===== src/shared/rpam_pkg.sv =====
package rpam_pkg;
  // ----------------------------------------------------------------
  // timing
  // ----------------------------------------------------------------
  localparam int unsigned SYS_CLK_HZ = 50_000_000;
  localparam int unsigned BIT_RATE_HZ = 10_000_000;
  localparam int unsigned BIT_CLKS = SYS_CLK_HZ / BIT_RATE_HZ; // cycles per bit time
  localparam int unsigned CRT_BITS = 16; // carrier recovery time, bit times
  // ----------------------------------------------------------------
  // register byte offsets
  // ----------------------------------------------------------------
  localparam logic [7:0] OFS_CTRL = 8'h00;
  localparam logic [7:0] OFS_STATUS = 8'h04;
  localparam logic [7:0] OFS_ACT_LEN = 8'h08;
  localparam logic [7:0] OFS_TALLY = 8'h0C;
  localparam logic [7:0] OFS_ADDR_LO = 8'h10;
  localparam logic [7:0] OFS_ADDR_HI = 8'h14;
  localparam logic [7:0] OFS_EVT_CNT = 8'h18;
  localparam logic [7:0] OFS_FCS_CNT = 8'h1C;
  localparam logic [7:0] OFS_OCT_TOT = 8'h20;
  // ----------------------------------------------------------------
  // field positions
  // ----------------------------------------------------------------
  localparam int unsigned CTRL_ADMIN_BIT = 0;
  localparam int unsigned CTRL_PORT_LSB = 8;
  localparam int unsigned ST_CARRIER_BIT = 0;
  localparam int unsigned ST_COLL_BIT = 1;
  localparam int unsigned ST_FCS_BIT = 2;
  localparam int unsigned ST_ALIGN_BIT = 3;
  localparam int unsigned ST_SA_VALID_BIT = 4;
  localparam int unsigned ST_PORT_LSB = 8;
  localparam int unsigned ADDR_HI_VALID_BIT = 31;
  // ----------------------------------------------------------------
  // reset values and check constants
  // ----------------------------------------------------------------
  localparam logic RST_ADMIN = 1'b0;
  localparam logic [31:0] CRC_INIT = 32'hFFFF_FFFF;
  localparam logic [31:0] CRC_POLY_REFL = 32'hEDB8_8320;
  localparam logic [31:0] CRC_GOOD_RESIDUE = 32'hDEBB_20E3;
  localparam int unsigned FCS_OCTETS = 4;
  localparam int unsigned SA_FIRST_IDX = 6; // zero-based index of octet seven
  localparam int unsigned SA_LAST_IDX = 11;
  // framer states, gray along idle -> hunt -> data
  typedef enum logic [1:0] {
    RPAM_FR_IDLE = 2'b00,
    RPAM_FR_HUNT = 2'b01,
    RPAM_FR_DATA = 2'b11
  } rpam_fr_state_t;
endpackage


===== src/verilog/rpam_port_monitor.sv =====
// Design decisions made here: the APB register port and the address map.
`timescale 1ns/100ps
// How it works
// - time carrier flag assertion in bit times
// - subtract recovery time from measured length
// - raise carrier on idle exit, remember port
// - drop carrier after quiet recovery time
// - collision flag set by signal quality error
// - collision flag held until next carrier
// - last four octets checked as frame check
// - frame check fail cleared on next carrier
// - framer takes bits only under carrier
// - strip preamble and delimiter, build octets
// - flag leftover bits as octet misalignment
// - misalignment cleared on next carrier
// - count complete octets into tally
// - tally zeroed on next carrier
// - octets seven to twelve form sender address
// - sender address invalid on next carrier
// - admin setting restored after power loss
// - statistics counters wrap, cleared only by reset
module rpam_port_monitor #(
  parameter int unsigned PORT_W = 4,
  parameter int unsigned LEN_W = 32,
  parameter int unsigned TALLY_W = 16
) (
  // clock and reset
  input wire logic I_SYS_CLK,
  input wire logic I_RESETN,
  // apb slave
  input wire logic I_PSEL,
  input wire logic I_PENABLE,
  input wire logic I_PWRITE,
  input wire logic [7:0] I_PADDR,
  input wire logic [31:0] I_PWDATA,
  output logic [31:0] O_PRDATA,
  output logic O_PREADY,
  output logic O_PSLVERR,
  // repeater core
  input wire logic I_REP_LEAVE_IDLE,
  input wire logic [PORT_W-1:0] I_REP_ACTIVE_PORT,
  // port pma
  input wire logic I_PORT_INPUT_SYMBOL_IDLE,
  input wire logic I_PORT_COLLISION_INPUT_SQE,
  input wire logic I_RX_BIT_VALID,
  input wire logic I_RX_BIT,
  // non-volatile admin store
  input wire logic I_ADMIN_RESTORE,
  output logic O_ADMIN_STORE_WR,
  output logic O_ADMIN_STORE_DATA,
  // results
  output logic O_CARRIER_ACTIVITY_FLAG,
  output logic O_COLLISION_FLAG,
  output logic [LEN_W-1:0] O_ACTIVITY_LENGTH_BITS,
  output logic O_FRAME_CHECK_FAIL,
  output logic O_OCTET_MISALIGN_FLAG,
  output logic [TALLY_W-1:0] O_COMPLETE_OCTET_TALLY,
  output logic [47:0] O_SENDER_ADDRESS_FIELD,
  output logic O_SENDER_ADDRESS_VALID
);
  // ----------------------------------------------------------------
  // declarations
  // ----------------------------------------------------------------
  localparam int unsigned DIV_W = $clog2(rpam_pkg::BIT_CLKS + 1);
  localparam logic [DIV_W-1:0] DIV_LAST = DIV_W'(rpam_pkg::BIT_CLKS - 1);
  localparam logic [LEN_W-1:0] CRT_LEN = LEN_W'(rpam_pkg::CRT_BITS);
  logic [DIV_W-1:0] div_q;
  logic bit_tick;
  logic admin_q, restored_q;
  logic [PORT_W-1:0] port_id_q, port_sel_q;
  logic carrier_set, carrier_drop;
  logic [LEN_W-1:0] act_cnt_q, quiet_cnt_q;
  rpam_pkg::rpam_fr_state_t fr_q;
  logic prev_bit_q;
  logic [7:0] oct_sr_q;
  logic [2:0] bit_cnt_q;
  logic [31:0] crc_q, crc_oct_q;
  logic [31:0] evt_cnt_q, fcs_cnt_q, oct_tot_q;
  logic octet_done;
  logic [7:0] octet_val;
  logic [31:0] crc_next;
  logic [31:0] rd_d;
  logic addr_ok;

  function automatic logic [31:0] crc_step(input logic [31:0] c, input logic b);
    crc_step = (c >> 1) ^ ((c[0] ^ b) ? rpam_pkg::CRC_POLY_REFL : 32'h0000_0000);
  endfunction

  // ----------------------------------------------------------------
  // bit time divider
  // ----------------------------------------------------------------
  // one enable per bit time, free running so timing needs no pin clock
  always_ff @(posedge I_SYS_CLK or negedge I_RESETN) begin
    if (!I_RESETN) begin
      div_q <= '0;
    end else begin
      div_q <= (div_q == DIV_LAST) ? '0 : div_q + DIV_W'(1);
    end
  end
  assign bit_tick = (div_q == DIV_LAST);

  // ----------------------------------------------------------------
  // admin setting, restored from non-volatile store after reset
  // ----------------------------------------------------------------
  // async reset loads a constant; the stored level is caught one clock later
  always_ff @(posedge I_SYS_CLK or negedge I_RESETN) begin
    if (!I_RESETN) begin
      admin_q <= rpam_pkg::RST_ADMIN;
      restored_q <= 1'b0;
      O_ADMIN_STORE_WR <= 1'b0;
      O_ADMIN_STORE_DATA <= rpam_pkg::RST_ADMIN;
      port_id_q <= '0;
    end else begin
      O_ADMIN_STORE_WR <= 1'b0;
      if (!restored_q) begin
        admin_q <= I_ADMIN_RESTORE;
        restored_q <= 1'b1;
      end else if (I_PSEL && I_PENABLE && I_PWRITE && I_PADDR == rpam_pkg::OFS_CTRL) begin
        admin_q <= I_PWDATA[rpam_pkg::CTRL_ADMIN_BIT];
        port_id_q <= I_PWDATA[rpam_pkg::CTRL_PORT_LSB +: PORT_W];
        O_ADMIN_STORE_WR <= 1'b1; // every change goes to the store
        O_ADMIN_STORE_DATA <= I_PWDATA[rpam_pkg::CTRL_ADMIN_BIT];
      end
    end
  end

  // ----------------------------------------------------------------
  // carrier, collision and activity timing
  // ----------------------------------------------------------------
  assign carrier_set = I_REP_LEAVE_IDLE && admin_q && !O_CARRIER_ACTIVITY_FLAG
                       && I_REP_ACTIVE_PORT == port_id_q;
  // one tick more than the recovery time, since the first quiet tick may come after one clock
  assign carrier_drop = O_CARRIER_ACTIVITY_FLAG && bit_tick && quiet_cnt_q == CRT_LEN;

  // carrier flag with quiet-time recovery
  always_ff @(posedge I_SYS_CLK or negedge I_RESETN) begin
    if (!I_RESETN) begin
      O_CARRIER_ACTIVITY_FLAG <= 1'b0;
      port_sel_q <= '0;
      quiet_cnt_q <= '0;
    end else begin
      if (carrier_set) begin
        O_CARRIER_ACTIVITY_FLAG <= 1'b1;
        port_sel_q <= I_REP_ACTIVE_PORT;
        quiet_cnt_q <= '0;
      end else if (carrier_drop) begin
        O_CARRIER_ACTIVITY_FLAG <= 1'b0;
        quiet_cnt_q <= '0;
      end else if (!I_PORT_INPUT_SYMBOL_IDLE || I_PORT_COLLISION_INPUT_SQE) begin
        quiet_cnt_q <= '0; // any activity restarts the quiet window
      end else if (O_CARRIER_ACTIVITY_FLAG && bit_tick) begin
        quiet_cnt_q <= quiet_cnt_q + LEN_W'(1);
      end
    end
  end

  // collision: a new sqe in the clearing cycle wins
  always_ff @(posedge I_SYS_CLK or negedge I_RESETN) begin
    if (!I_RESETN) begin
      O_COLLISION_FLAG <= 1'b0;
    end else if (I_PORT_COLLISION_INPUT_SQE) begin
      O_COLLISION_FLAG <= 1'b1;
    end else if (carrier_set) begin
      O_COLLISION_FLAG <= 1'b0;
    end
  end

  // activity timer; recovery time removed, floored at zero
  always_ff @(posedge I_SYS_CLK or negedge I_RESETN) begin
    if (!I_RESETN) begin
      act_cnt_q <= '0;
      O_ACTIVITY_LENGTH_BITS <= '0;
    end else if (carrier_set) begin
      act_cnt_q <= '0;
    end else if (carrier_drop) begin
      O_ACTIVITY_LENGTH_BITS <= (act_cnt_q + LEN_W'(1) > CRT_LEN) ?
                                act_cnt_q + LEN_W'(1) - CRT_LEN : '0;
    end else if (O_CARRIER_ACTIVITY_FLAG && bit_tick) begin
      act_cnt_q <= act_cnt_q + LEN_W'(1);
    end
  end

  // ----------------------------------------------------------------
  // framer, crc, tally and sender address
  // ----------------------------------------------------------------
  assign crc_next = crc_step(crc_q, I_RX_BIT);
  assign octet_val = {I_RX_BIT, oct_sr_q[7:1]};
  assign octet_done = O_CARRIER_ACTIVITY_FLAG && I_RX_BIT_VALID && fr_q == rpam_pkg::RPAM_FR_DATA
                      && bit_cnt_q == 3'd7;

  // sfd ends on the first pair of ones; bits arrive lsb first
  always_ff @(posedge I_SYS_CLK or negedge I_RESETN) begin
    if (!I_RESETN) begin
      fr_q <= rpam_pkg::RPAM_FR_IDLE;
      prev_bit_q <= 1'b0;
      oct_sr_q <= '0;
      bit_cnt_q <= '0;
      crc_q <= rpam_pkg::CRC_INIT;
      crc_oct_q <= rpam_pkg::CRC_INIT;
    end else if (carrier_set) begin
      fr_q <= rpam_pkg::RPAM_FR_HUNT;
      prev_bit_q <= 1'b0;
      bit_cnt_q <= '0;
      crc_q <= rpam_pkg::CRC_INIT;
      crc_oct_q <= rpam_pkg::CRC_INIT;
    end else if (carrier_drop) begin
      fr_q <= rpam_pkg::RPAM_FR_IDLE;
    end else if (O_CARRIER_ACTIVITY_FLAG && I_RX_BIT_VALID) begin
      case (fr_q)
        rpam_pkg::RPAM_FR_HUNT: begin
          prev_bit_q <= I_RX_BIT;
          if (prev_bit_q && I_RX_BIT) begin
            fr_q <= rpam_pkg::RPAM_FR_DATA; // preamble and delimiter dropped
          end
        end
        rpam_pkg::RPAM_FR_DATA: begin
          oct_sr_q <= octet_val;
          bit_cnt_q <= bit_cnt_q + 3'd1;
          crc_q <= crc_next;
          if (bit_cnt_q == 3'd7) begin
            crc_oct_q <= crc_next; // residue over whole octets only
          end
        end
        default: begin
          fr_q <= rpam_pkg::RPAM_FR_IDLE;
        end
      endcase
    end
  end

  // per-event results; all but the address field cleared when the next event starts
  always_ff @(posedge I_SYS_CLK or negedge I_RESETN) begin
    if (!I_RESETN) begin
      O_COMPLETE_OCTET_TALLY <= '0;
      O_SENDER_ADDRESS_FIELD <= '0;
      O_SENDER_ADDRESS_VALID <= 1'b0;
      O_FRAME_CHECK_FAIL <= 1'b0;
      O_OCTET_MISALIGN_FLAG <= 1'b0;
    end else if (carrier_set) begin
      O_COMPLETE_OCTET_TALLY <= '0;
      O_SENDER_ADDRESS_VALID <= 1'b0;
      O_FRAME_CHECK_FAIL <= 1'b0;
      O_OCTET_MISALIGN_FLAG <= 1'b0;
    end else if (carrier_drop) begin
      // frames shorter than the check field cannot pass
      O_FRAME_CHECK_FAIL <= crc_oct_q != rpam_pkg::CRC_GOOD_RESIDUE
                            || O_COMPLETE_OCTET_TALLY < TALLY_W'(rpam_pkg::FCS_OCTETS);
      O_OCTET_MISALIGN_FLAG <= fr_q == rpam_pkg::RPAM_FR_DATA && bit_cnt_q != 3'd0;
    end else if (octet_done) begin
      O_COMPLETE_OCTET_TALLY <= O_COMPLETE_OCTET_TALLY + TALLY_W'(1);
      if (O_COMPLETE_OCTET_TALLY >= TALLY_W'(rpam_pkg::SA_FIRST_IDX)
          && O_COMPLETE_OCTET_TALLY <= TALLY_W'(rpam_pkg::SA_LAST_IDX)) begin
        O_SENDER_ADDRESS_FIELD <= {O_SENDER_ADDRESS_FIELD[39:0], octet_val};
      end
      if (O_COMPLETE_OCTET_TALLY == TALLY_W'(rpam_pkg::SA_LAST_IDX)) begin
        O_SENDER_ADDRESS_VALID <= 1'b1;
      end
    end
  end

  // ----------------------------------------------------------------
  // wrapping statistics counters
  // ----------------------------------------------------------------
  // no clear path: software reads often enough to catch the wrap
  always_ff @(posedge I_SYS_CLK or negedge I_RESETN) begin
    if (!I_RESETN) begin
      evt_cnt_q <= '0;
      fcs_cnt_q <= '0;
      oct_tot_q <= '0;
    end else begin
      if (carrier_set) begin
        evt_cnt_q <= evt_cnt_q + 32'd1;
      end
      if (carrier_drop && (crc_oct_q != rpam_pkg::CRC_GOOD_RESIDUE
          || O_COMPLETE_OCTET_TALLY < TALLY_W'(rpam_pkg::FCS_OCTETS))) begin
        fcs_cnt_q <= fcs_cnt_q + 32'd1;
      end
      if (octet_done) begin
        oct_tot_q <= oct_tot_q + 32'd1;
      end
    end
  end

  // ----------------------------------------------------------------
  // apb slave: read data prepared in setup, ready in access
  // ----------------------------------------------------------------
  always_comb begin
    rd_d = 32'h0000_0000;
    addr_ok = 1'b1;
    case (I_PADDR)
      rpam_pkg::OFS_CTRL: begin
        rd_d[rpam_pkg::CTRL_ADMIN_BIT] = admin_q;
        rd_d[rpam_pkg::CTRL_PORT_LSB +: PORT_W] = port_id_q;
      end
      rpam_pkg::OFS_STATUS: begin
        rd_d[rpam_pkg::ST_CARRIER_BIT] = O_CARRIER_ACTIVITY_FLAG;
        rd_d[rpam_pkg::ST_COLL_BIT] = O_COLLISION_FLAG;
        rd_d[rpam_pkg::ST_FCS_BIT] = O_FRAME_CHECK_FAIL;
        rd_d[rpam_pkg::ST_ALIGN_BIT] = O_OCTET_MISALIGN_FLAG;
        rd_d[rpam_pkg::ST_SA_VALID_BIT] = O_SENDER_ADDRESS_VALID;
        rd_d[rpam_pkg::ST_PORT_LSB +: PORT_W] = port_sel_q;
      end
      rpam_pkg::OFS_ACT_LEN: rd_d = 32'(O_ACTIVITY_LENGTH_BITS);
      rpam_pkg::OFS_TALLY: rd_d = 32'(O_COMPLETE_OCTET_TALLY);
      rpam_pkg::OFS_ADDR_LO: rd_d = O_SENDER_ADDRESS_FIELD[31:0];
      rpam_pkg::OFS_ADDR_HI: begin
        rd_d[15:0] = O_SENDER_ADDRESS_FIELD[47:32];
        rd_d[rpam_pkg::ADDR_HI_VALID_BIT] = O_SENDER_ADDRESS_VALID;
      end
      rpam_pkg::OFS_EVT_CNT: rd_d = evt_cnt_q;
      rpam_pkg::OFS_FCS_CNT: rd_d = fcs_cnt_q;
      rpam_pkg::OFS_OCT_TOT: rd_d = oct_tot_q;
      default: addr_ok = 1'b0;
    endcase
  end

  always_ff @(posedge I_SYS_CLK or negedge I_RESETN) begin
    if (!I_RESETN) begin
      O_PRDATA <= '0;
      O_PREADY <= 1'b0;
      O_PSLVERR <= 1'b0;
    end else begin
      O_PREADY <= I_PSEL && !I_PENABLE;
      O_PSLVERR <= I_PSEL && !I_PENABLE && !addr_ok;
      if (I_PSEL && !I_PENABLE && !I_PWRITE) begin
        O_PRDATA <= rd_d;
      end
    end
  end
endmodule


===== config.mk =====
export PLATFORM = sky130hd
export DESIGN_NAME = rpam_port_monitor
export DESIGN_NICKNAME = d
export VERILOG_FILES = /design/src/shared/rpam_pkg.sv /design/src/verilog/rpam_port_monitor.sv
export SDC_FILE = /design/constraint.sdc
export NUM_CORES = 1
export LEC_CHECK = 0
export BUFFER_PORTS_ARGS = -buffer_cell sky130_fd_sc_hd__buf_2
export CORE_ASPECT_RATIO = 1.75
export CORE_MARGIN = 2
export CORE_UTILIZATION = 44
export DETAILED_ROUTE_END_ITERATION = 8
export HOLD_SLACK_MARGIN = 0.05
export PLACE_DENSITY = 0.6
export SKIP_CTS_REPAIR_TIMING = 1
export SKIP_LAST_GASP = 1
export SYNTH_ARGS = -nofsm -noshare
export SYNTH_HDL_FRONTEND = slang
export SYNTH_SLANG_ARGS = --single-unit

===== constraint.sdc =====
create_clock -name I_SYS_CLK -period 5.42 [get_ports I_SYS_CLK]
set_input_delay 0.813 -clock I_SYS_CLK [delete_from_list [all_inputs] [get_ports I_SYS_CLK]]
set_output_delay 0.813 -clock I_SYS_CLK [all_outputs]
set_load 0.005 [all_outputs]

==> metrics.md, run 1 <==
| Metric | Value |
|---|---|
| Core Area | 42500 um2 |
| Initial antenna violation count | 0 |
| Psw | 1.73 mW |
| Vias per cell | 5.75 |
| Total leakage power | 9.88 nW |
| Final Skew | 0.0323 ns |
| Die X | 161 um |
| DR pass1 iterations | 7 |
| Fmax | 0.267 GHz |
| Root Driver | clkbuf_16 |
| Synth Instances | 1931 |
| Synth Warn # | 0 |
| Syn Nets | 2001 |
| Synth top area share | 42.6% |
| Clock power frac | 39.2% |
| Dominant synthesized flop cell | dfrtp_1 |
| Initial core utilization | 44.6% |
| Finished Core Util | 50.8% |
| Slew Viols, Final | 0 |
| # DRC | 0 |
| Minimum clock period | 3.74 ns |
| Clk sinks | 387 |
| Max Cap Viol | 0 |
| P&R area growth vs syn | 13.9% |
| Unique masters post-synth | 73 |
| P_int | 5.17 mW |
| Peak supply drop | 195 uV |
| Relative slew slack | 11.8% |
| Post-synthesis cell area | 19000 um2 |
| Clk_lat worst skew | 0.55 ns |
| R2R cell count | 10 |
| Largest net degree at the start of global routing | 105 |
| Net count, final | 2130 |
| Antenna fix cells | 0 |
| First-pass GRT wire length | 86400 um |
| IO Port Bufs | 164 |
| CP max FO | 10 |
| Status | completed |
| Sequential power share | 51.2% |
| CP Class | flip-flop to flip-flop |
| CP required | 5.82 ns |
| Area contributors post-synth | dfrtp_1 43%, dfstp_2 8.9%, nand2_1 6.2% |
| Hold Worst Slack | 0.337 ns |
| Row count | 100 |
| Tot GR Track Use | 24.3% |
| Clk pin slew, worst setup/hold paths | 0.06 ns |
| Setup Total Neg Slack | 0 ns |
| Detail Route Antenna Nets | 0 |
| Period utilisation layout | 69.1% |
| Syn_area_per_cell | 9.83 um2 |
| Via Count | 15200 |
| Setup crit start kind | flip-flop |
| CTS tree | built |
| Final hold vios | 0 |
| DRT iter0 DRCs | 1043 |
| Worst slew pin tran | 1.31 ns |
| Power per cell area | 319 nW/um2 |
| #FFs+latches synth | 387 |
| DRT Wirelength | 54100 um |
| Post-synth EDFFs | 0 |
| DP HPWL | 39800 um |
| I/O pins | 192 |
| DR WL/cell | 20.5 um |
| Htree depth | 2 |
| Async SR Flop Fraction | 100% |
| Setup violations, final | 0 |
| Total CTS buffers | 38 |
| Sequential-to-total area share from yosys stat | 51.5% |
| Power share of the combinational group | 9.5% |
| RSZ-0062 raised after global routing | false |
| Synth area leader | dfrtp_1 |
| Endpoint class of the critical path | flip-flop |
| Total Power | 6.89 mW |
| Total grt overflow | 0 |
| Register area | 9760 um2 |
| Switching share of power | 25.1% |
| Number of global-route vias before repair | 15300 |
| Area of the multi-input gates | 8740 um2 |
| Die area | 44900 um2 |
| Min-delay worst type | primary input to asynchronous set/reset pin |
| Routability cong. | 0.907 |
| Crit path DAT | 4.15 ns |
| Die Height | 279 um |
| Ratio of cells with drive above 1 in the final layout | 19.2% |
| Fillers | 3999 |
| CTS max path bufs | 3 |
[routing by layer]
metal	up-vias	GRT usage [%]	part of all wire (%)
li1	7129	-	-
met1	7518	28.0	38
met2	442	44.4	53
met3	122	2.94	4.3
met4	0	11.9	5.3
met5	-	0	0
[power by group through the flow]
stage	registers (mW)	logic, mW	clock network (mW)
2_1_floorplan	3.51	0.444	0
5_1_grt	3.57	0.759	2.88
6_report	3.53	0.656	2.71
3_3_place_gp	3.57	0.644	0
3_5_place_dp	3.58	0.667	0
4_1_cts	3.53	0.671	2.77
[critical path, stage by stage (launching register included)]
cell and delay, ns:
dfrtp_1 0.53, ha_1 0.43, nand4_1 0.30, nor4_1 0.38, xnor2_1 0.27, nand4_1 0.30
nor3_2 0.69, nand3_1 0.18, mux2i_1 0.20, xor2_1 0.23, o31ai_1 0.09
[final timing paths]
check | start | end | slack (ns)
worst min register to register | crc_q[18]$_DFFE_PN1P_ | crc_q[17]$_DFFE_PN1P_ | 0.46
max in group asynchronous | I_RESETN | O_SENDER_ADDRESS_FIELD[7]$_DFFE_PN0P_ | 3.97
worst min-delay path | I_RESETN | O_COMPLETE_OCTET_TALLY[4]$_DFFE_PN0P_ | 0.34
min in group I_SYS_CLK | I_PWDATA[8] | port_id_q[0]$_DFFE_PN0P_ | 0.46
worst max-delay path | act_cnt_q[0]$_DFFE_PN0P_ | O_ACTIVITY_LENGTH_BITS[27]$_DFFE_PN0P_ | 1.68
worst max register to register | act_cnt_q[0]$_DFFE_PN0P_ | O_ACTIVITY_LENGTH_BITS[27]$_DFFE_PN0P_ | 1.68
[layout make-up]
type / instances / area share, %
clock buffer: 52 / 4.78
clock inverter: 13 / 0.943
inverter: 26 / 0.451
multi-input combinational: 1412 / 40.4
sequential: 387 / 45.2
tap: 561 / 3.25
timing repair buffer: 195 / 4.98
[sequential cells by signal, indices dropped and copies added, names as in the netlist, 2 cells and up]
| signal | flops |
|---|---|
| O_COMPLETE_OCTET_TALLY | 16 |
| bit_cnt_q | 3 |
| act_cnt_q | 32 |
| O_SENDER_ADDRESS_FIELD | 48 |
| crc_q | 32 |
| O_ACTIVITY_LENGTH_BITS | 32 |
| quiet_cnt_q | 32 |
| oct_sr_q | 7 |
| div_q | 3 |
| fcs_cnt_q | 32 |
| O_PRDATA | 32 |
| port_id_q | 4 |
| fr_q | 2 |
| evt_cnt_q | 32 |
| crc_oct_q | 32 |
| oct_tot_q | 32 |
| port_sel_q | 4 |
[cells by family (layout without fill, tap and decap cells)]
logic type	Yosys count	in the layout	synth area share [%]
adders and majority gates	15	15	0.989
AOI/OAI and AO/OA	348	348	12.6
xor gates and xnor gates	187	187	8.63
DFF	387	387	51.5
and+or+nand+nor	802	802	20.1
other	1	1	0.0198
buffers and inverters	132	286	2.78
muxes	59	59	3.46
[synthesized netlist by cell type (all sizes together) (29+ instances only)]
| master | count |
|---|---|
| a22oi | 48 |
| nor3 | 39 |
| dfrtp | 323 |
| nand3 | 129 |
| and3 | 39 |
| a21oi | 35 |
| nand2 | 313 |
| nor2 | 141 |
| xnor2 | 110 |
| dfstp | 64 |
| o21ai | 104 |
| nand4 | 41 |
| o31ai | 31 |
| xor2 | 77 |
| mux2 | 52 |
| clkbuf | 82 |
| a222oi | 29 |
[cell usage in the layout (no fill, tap or decap), types with 34 or more instances in the layout]
master,instances
dfrtp_1,323
nand2_1,312
buf_2,163
nor2_1,137
nand3_1,125
xnor2_1,110
o21ai_0,102
xor2_1,77
dfstp_2,64
mux2_2,50
a22oi_1,48
nand4_1,41
and3_1,38
clkbuf_16,38
a21oi_1,34
[per-stage QoR]
step | worst slack [ns] | instance area (um2) | std cells
global route | 1.38 | 21600 | 2646
finish | 1.68 | 21600 | 2646
floorplan | 2.53 | 19000 | 1931
global placement | 1.52 | 20400 | 2581
CTS | 1.69 | 21600 | 2646
detailed placement | 1.48 | 20400 | 2581
(Power assumes the default switching activity.)
==> run 2: changes to the inputs <==
--- a/config.mk
+++ b/config.mk
@@ -11,7 +11,7 @@
 export CORE_UTILIZATION = 44
 export DETAILED_ROUTE_END_ITERATION = 8
 export HOLD_SLACK_MARGIN = 0.05
-export PLACE_DENSITY = 0.6
+export PLACE_DENSITY = 0.63
 export SKIP_CTS_REPAIR_TIMING = 1
 export SKIP_LAST_GASP = 1
 export SYNTH_ARGS = -nofsm -noshare
==> constraint.sdc (replaced) <==
create_clock -name I_SYS_CLK -period 3.11 [get_ports I_SYS_CLK]
set_input_delay 0.4665 -clock I_SYS_CLK [delete_from_list [all_inputs] [get_ports I_SYS_CLK]]
set_output_delay 0.4665 -clock I_SYS_CLK [all_outputs]
set_load 0.005 [all_outputs]
==> metrics.md, run 2 (synthesis gave the netlist of run 1 again) <==
| Metric | Value |
|---|---|
| Fmax | 0.338 GHz (+27%) |
| Worst Hold Depth | 2 |
| Max Cap Viol | 0 (unchanged) |
| CP most frequent cell | buf_4 |
| Net count, final | 2218 (+4.1%) |
| Detail Route Antenna Nets | 0 (unchanged) |
| Via Count | 15800 (+4.2%) |
| IO Port Bufs | 164 (unchanged) |
| Die X | 161 um (unchanged) |
| Worst hold endpoint | O_COLLISION_FLAG$_DFFE_PN0P_ |
| Die Height | 279 um (unchanged) |
| Total CTS buffers | 37 (-2.6%) |
| Number of global-route vias before repair | 15800 (+3.2%) |
| Max FFs per register | 48 (unchanged) |
| RSZ-0062 raised after global routing | true |
| CTS max path bufs | 3 (unchanged) |
| Minimum clock period | 2.96 ns (-0.788 ns) |
| Relative slew slack | 43.9% (+32 points) |
| Period utilisation layout | 95.1% (+26 points) |
| # DRC | 0 (unchanged) |
| Hold path start | I_PORT_COLLISION_INPUT_SQE |
| CP Class | flip-flop to flip-flop |
| Setup Total Neg Slack | 0 ns (unchanged) |
| P&R area growth vs syn | 18.1% |
| Fillers | 3898 (-2.5%) |
| CP max FO | 19 (+9) |
| Tot GR Track Use | 25.0% (+0.67 points) |
| DR pass1 iterations | 6 (-1) |
| Setup violations, final | 0 (unchanged) |
| DR WL/cell | 20.5 um (+0.24%) |
| First-pass GRT wire length | 88300 um (+2.2%) |
| Initial antenna violation count | 0 (unchanged) |
| Antenna fix cells | 0 (unchanged) |
| Row count | 100 (unchanged) |
| Total Power | 12.0 mW (+73%) |
| Commonest cells after routing, fill and taps aside | 321 x dfrtp_1, 312 x nand2_1, 163 x buf_2 |
| Worst path max stage delay | 0.40 ns (-0.29 ns) |
| Endpoint class of the critical path | flip-flop |
| Commonest non-fill, non-tap cell in the layout | dfrtp_1 |
| DRT iter0 DRCs | 1219 (+17%) |
| Clk sinks | 387 (unchanged) |
| Total leakage power | 10.3 nW (+4.7%) |
| Slew Viols, Final | 0 (unchanged) |
| Setup crit start kind | flip-flop |
| Die area | 44900 um2 (unchanged) |
| Routability cong. | 0.916 (+1.1%) |
| CP required | 3.49 ns (-2.33 ns) |
| DP HPWL | 41600 um (+4.7%) |
| Initial core utilization | 44.6% (unchanged) |
| Reg2Reg Setup Slack | 0.15 ns (-1.52 ns) |
| Largest net degree at the start of global routing | 87 (-17%) |
| Root Driver | clkbuf_16 |
| Largest Register | O_SENDER_ADDRESS_FIELD |
| Core Area | 42500 um2 (unchanged) |
| Final hold vios | 0 (unchanged) |
| Worst slew pin tran | 0.842 ns (-0.472 ns) |
| Worst-path cell chain | ha_2, nand4_1, buf_4, nor3_2, buf_6, nand3_1, o211a_1, and4b_2, nand3_2, buf_4, nor2_4, buf_12, o31ai_1 |
| DRT Wirelength | 56100 um (+3.7%) |
| Power per cell area | 533 nW/um2 (+67%) |
| Htree depth | 2 (unchanged) |
| Reg-to-reg endpoint | O_ACTIVITY_LENGTH_BITS[16]$_DFFE_PN0P_ |
| Worst path slowest cell | dfrtp_2 |
| Ratio of cells with drive above 1 in the final layout | 22.7% (+3.5 points) |
| Final Skew | 0.0226 ns (-0.00968 ns) |
| Clk_lat worst skew | 0.54 ns (about the same) |
| Reg-to-reg critical path startpoint | act_cnt_q[1]$_DFFE_PN0P_ |
| Min-delay worst type | primary input to flip-flop |
| CTS tree | built |
| I/O pins | 192 (unchanged) |
| Vias per cell | 5.79 (+0.71%) |
| R2R cell count | 13 (+3) |
| Status | completed |
| Clk pin slew, worst setup/hold paths | 0.06 ns (about the same) |
| Crit path DAT | 3.34 ns (-0.81 ns) |
| Total grt overflow | 0 (unchanged) |
| Peak supply drop | 322 uV (+65%) |
## run 2: where the power goes
| part | leakage, nW | internal (mW) | switching [mW] |
|---|---|---|---|
| combinational | 4.67 | 0.491 | 0.672 |
| sequential | 5.07 | 5.78 | 0.374 |
| clock | 0.600 | 2.69 | 1.95 |
## run 2: worst max-delay path by stage
stage / slack (ns) / startpoint / end / cells after the start
3_5_place_dp: 0.07 / act_cnt_q[1]$_DFFE_PN0P_ / O_ACTIVITY_LENGTH_BITS[26]$_DFFE_PN0P_ / 10
6_report: 0.15 / act_cnt_q[1]$_DFFE_PN0P_ / O_ACTIVITY_LENGTH_BITS[16]$_DFFE_PN0P_ / 13
2_1_floorplan: 0.24 / act_cnt_q[1]$_DFFE_PN0P_ / O_ACTIVITY_LENGTH_BITS[31]$_DFFE_PN0P_ / 11
3_3_place_gp: 0.13 / act_cnt_q[1]$_DFFE_PN0P_ / O_ACTIVITY_LENGTH_BITS[31]$_DFFE_PN0P_ / 9
4_1_cts: 0.03 / act_cnt_q[1]$_DFFE_PN0P_ / O_ACTIVITY_LENGTH_BITS[26]$_DFFE_PN0P_ / 10
5_1_grt: -0.05 / act_cnt_q[1]$_DFFE_PN0P_ / O_ACTIVITY_LENGTH_BITS[27]$_DFFE_PN0P_ / 11
## run 2: routing by layer
| layer | vias to the layer above | wire [um] | global-route usage, % | share of wire, % |
|---|---|---|---|---|
| li1 | 7313 | - | - | - |
| met1 | 7868 | 20800 | 28.3 | 37 |
| met2 | 508 | 28900 | 44.7 | 52 |
| met3 | 157 | 2510 | 2.85 | 4.5 |
| met4 | 0 | 3890 | 15.4 | 6.9 |
| met5 | - | 0 | 0 | 0 |
## run 2: per-stage QoR
stage / worst slack, ns / util, % / std cells / hold WS, ns / area [um2]
detailed placement: 0.0692 / 49.6 / 2661 / 0.454 / 21100
floorplan: 0.244 / - / 1931 / 0.171 / 19000
global placement: 0.125 / 49.6 / 2661 / 0.443 / 21100
CTS: 0.0326 / 52.4 / 2728 / -0.0751 / 22300
global route: -0.0470 / 52.7 / 2737 / 0.117 / 22400
finish: 0.153 / 52.7 / 2737 / 0.121 / 22400
## run 2: area by class of cell
type	instances	area [um2]	share of cell area, %
Sequential cell	387	9770	43.6
Multi-Input combinational cell	1412	8770	39.1
Timing Repair Buffer	284	1850	8.26
Clock buffer	56	1060	4.72
Tap cell	561	702	3.13
Clock inverter	11	166	0.742
Inverter	26	97.6	0.435
## run 2: critical path, delay by kind of cell (launching register included)
family / cells / cell delay, ns
compound gates: 2 / 0.37
fa+ha+maj: 1 / 0.22
buf+inv: 4 / 0.76
flops: 1 / 0.40
simple gates: 6 / 1.04
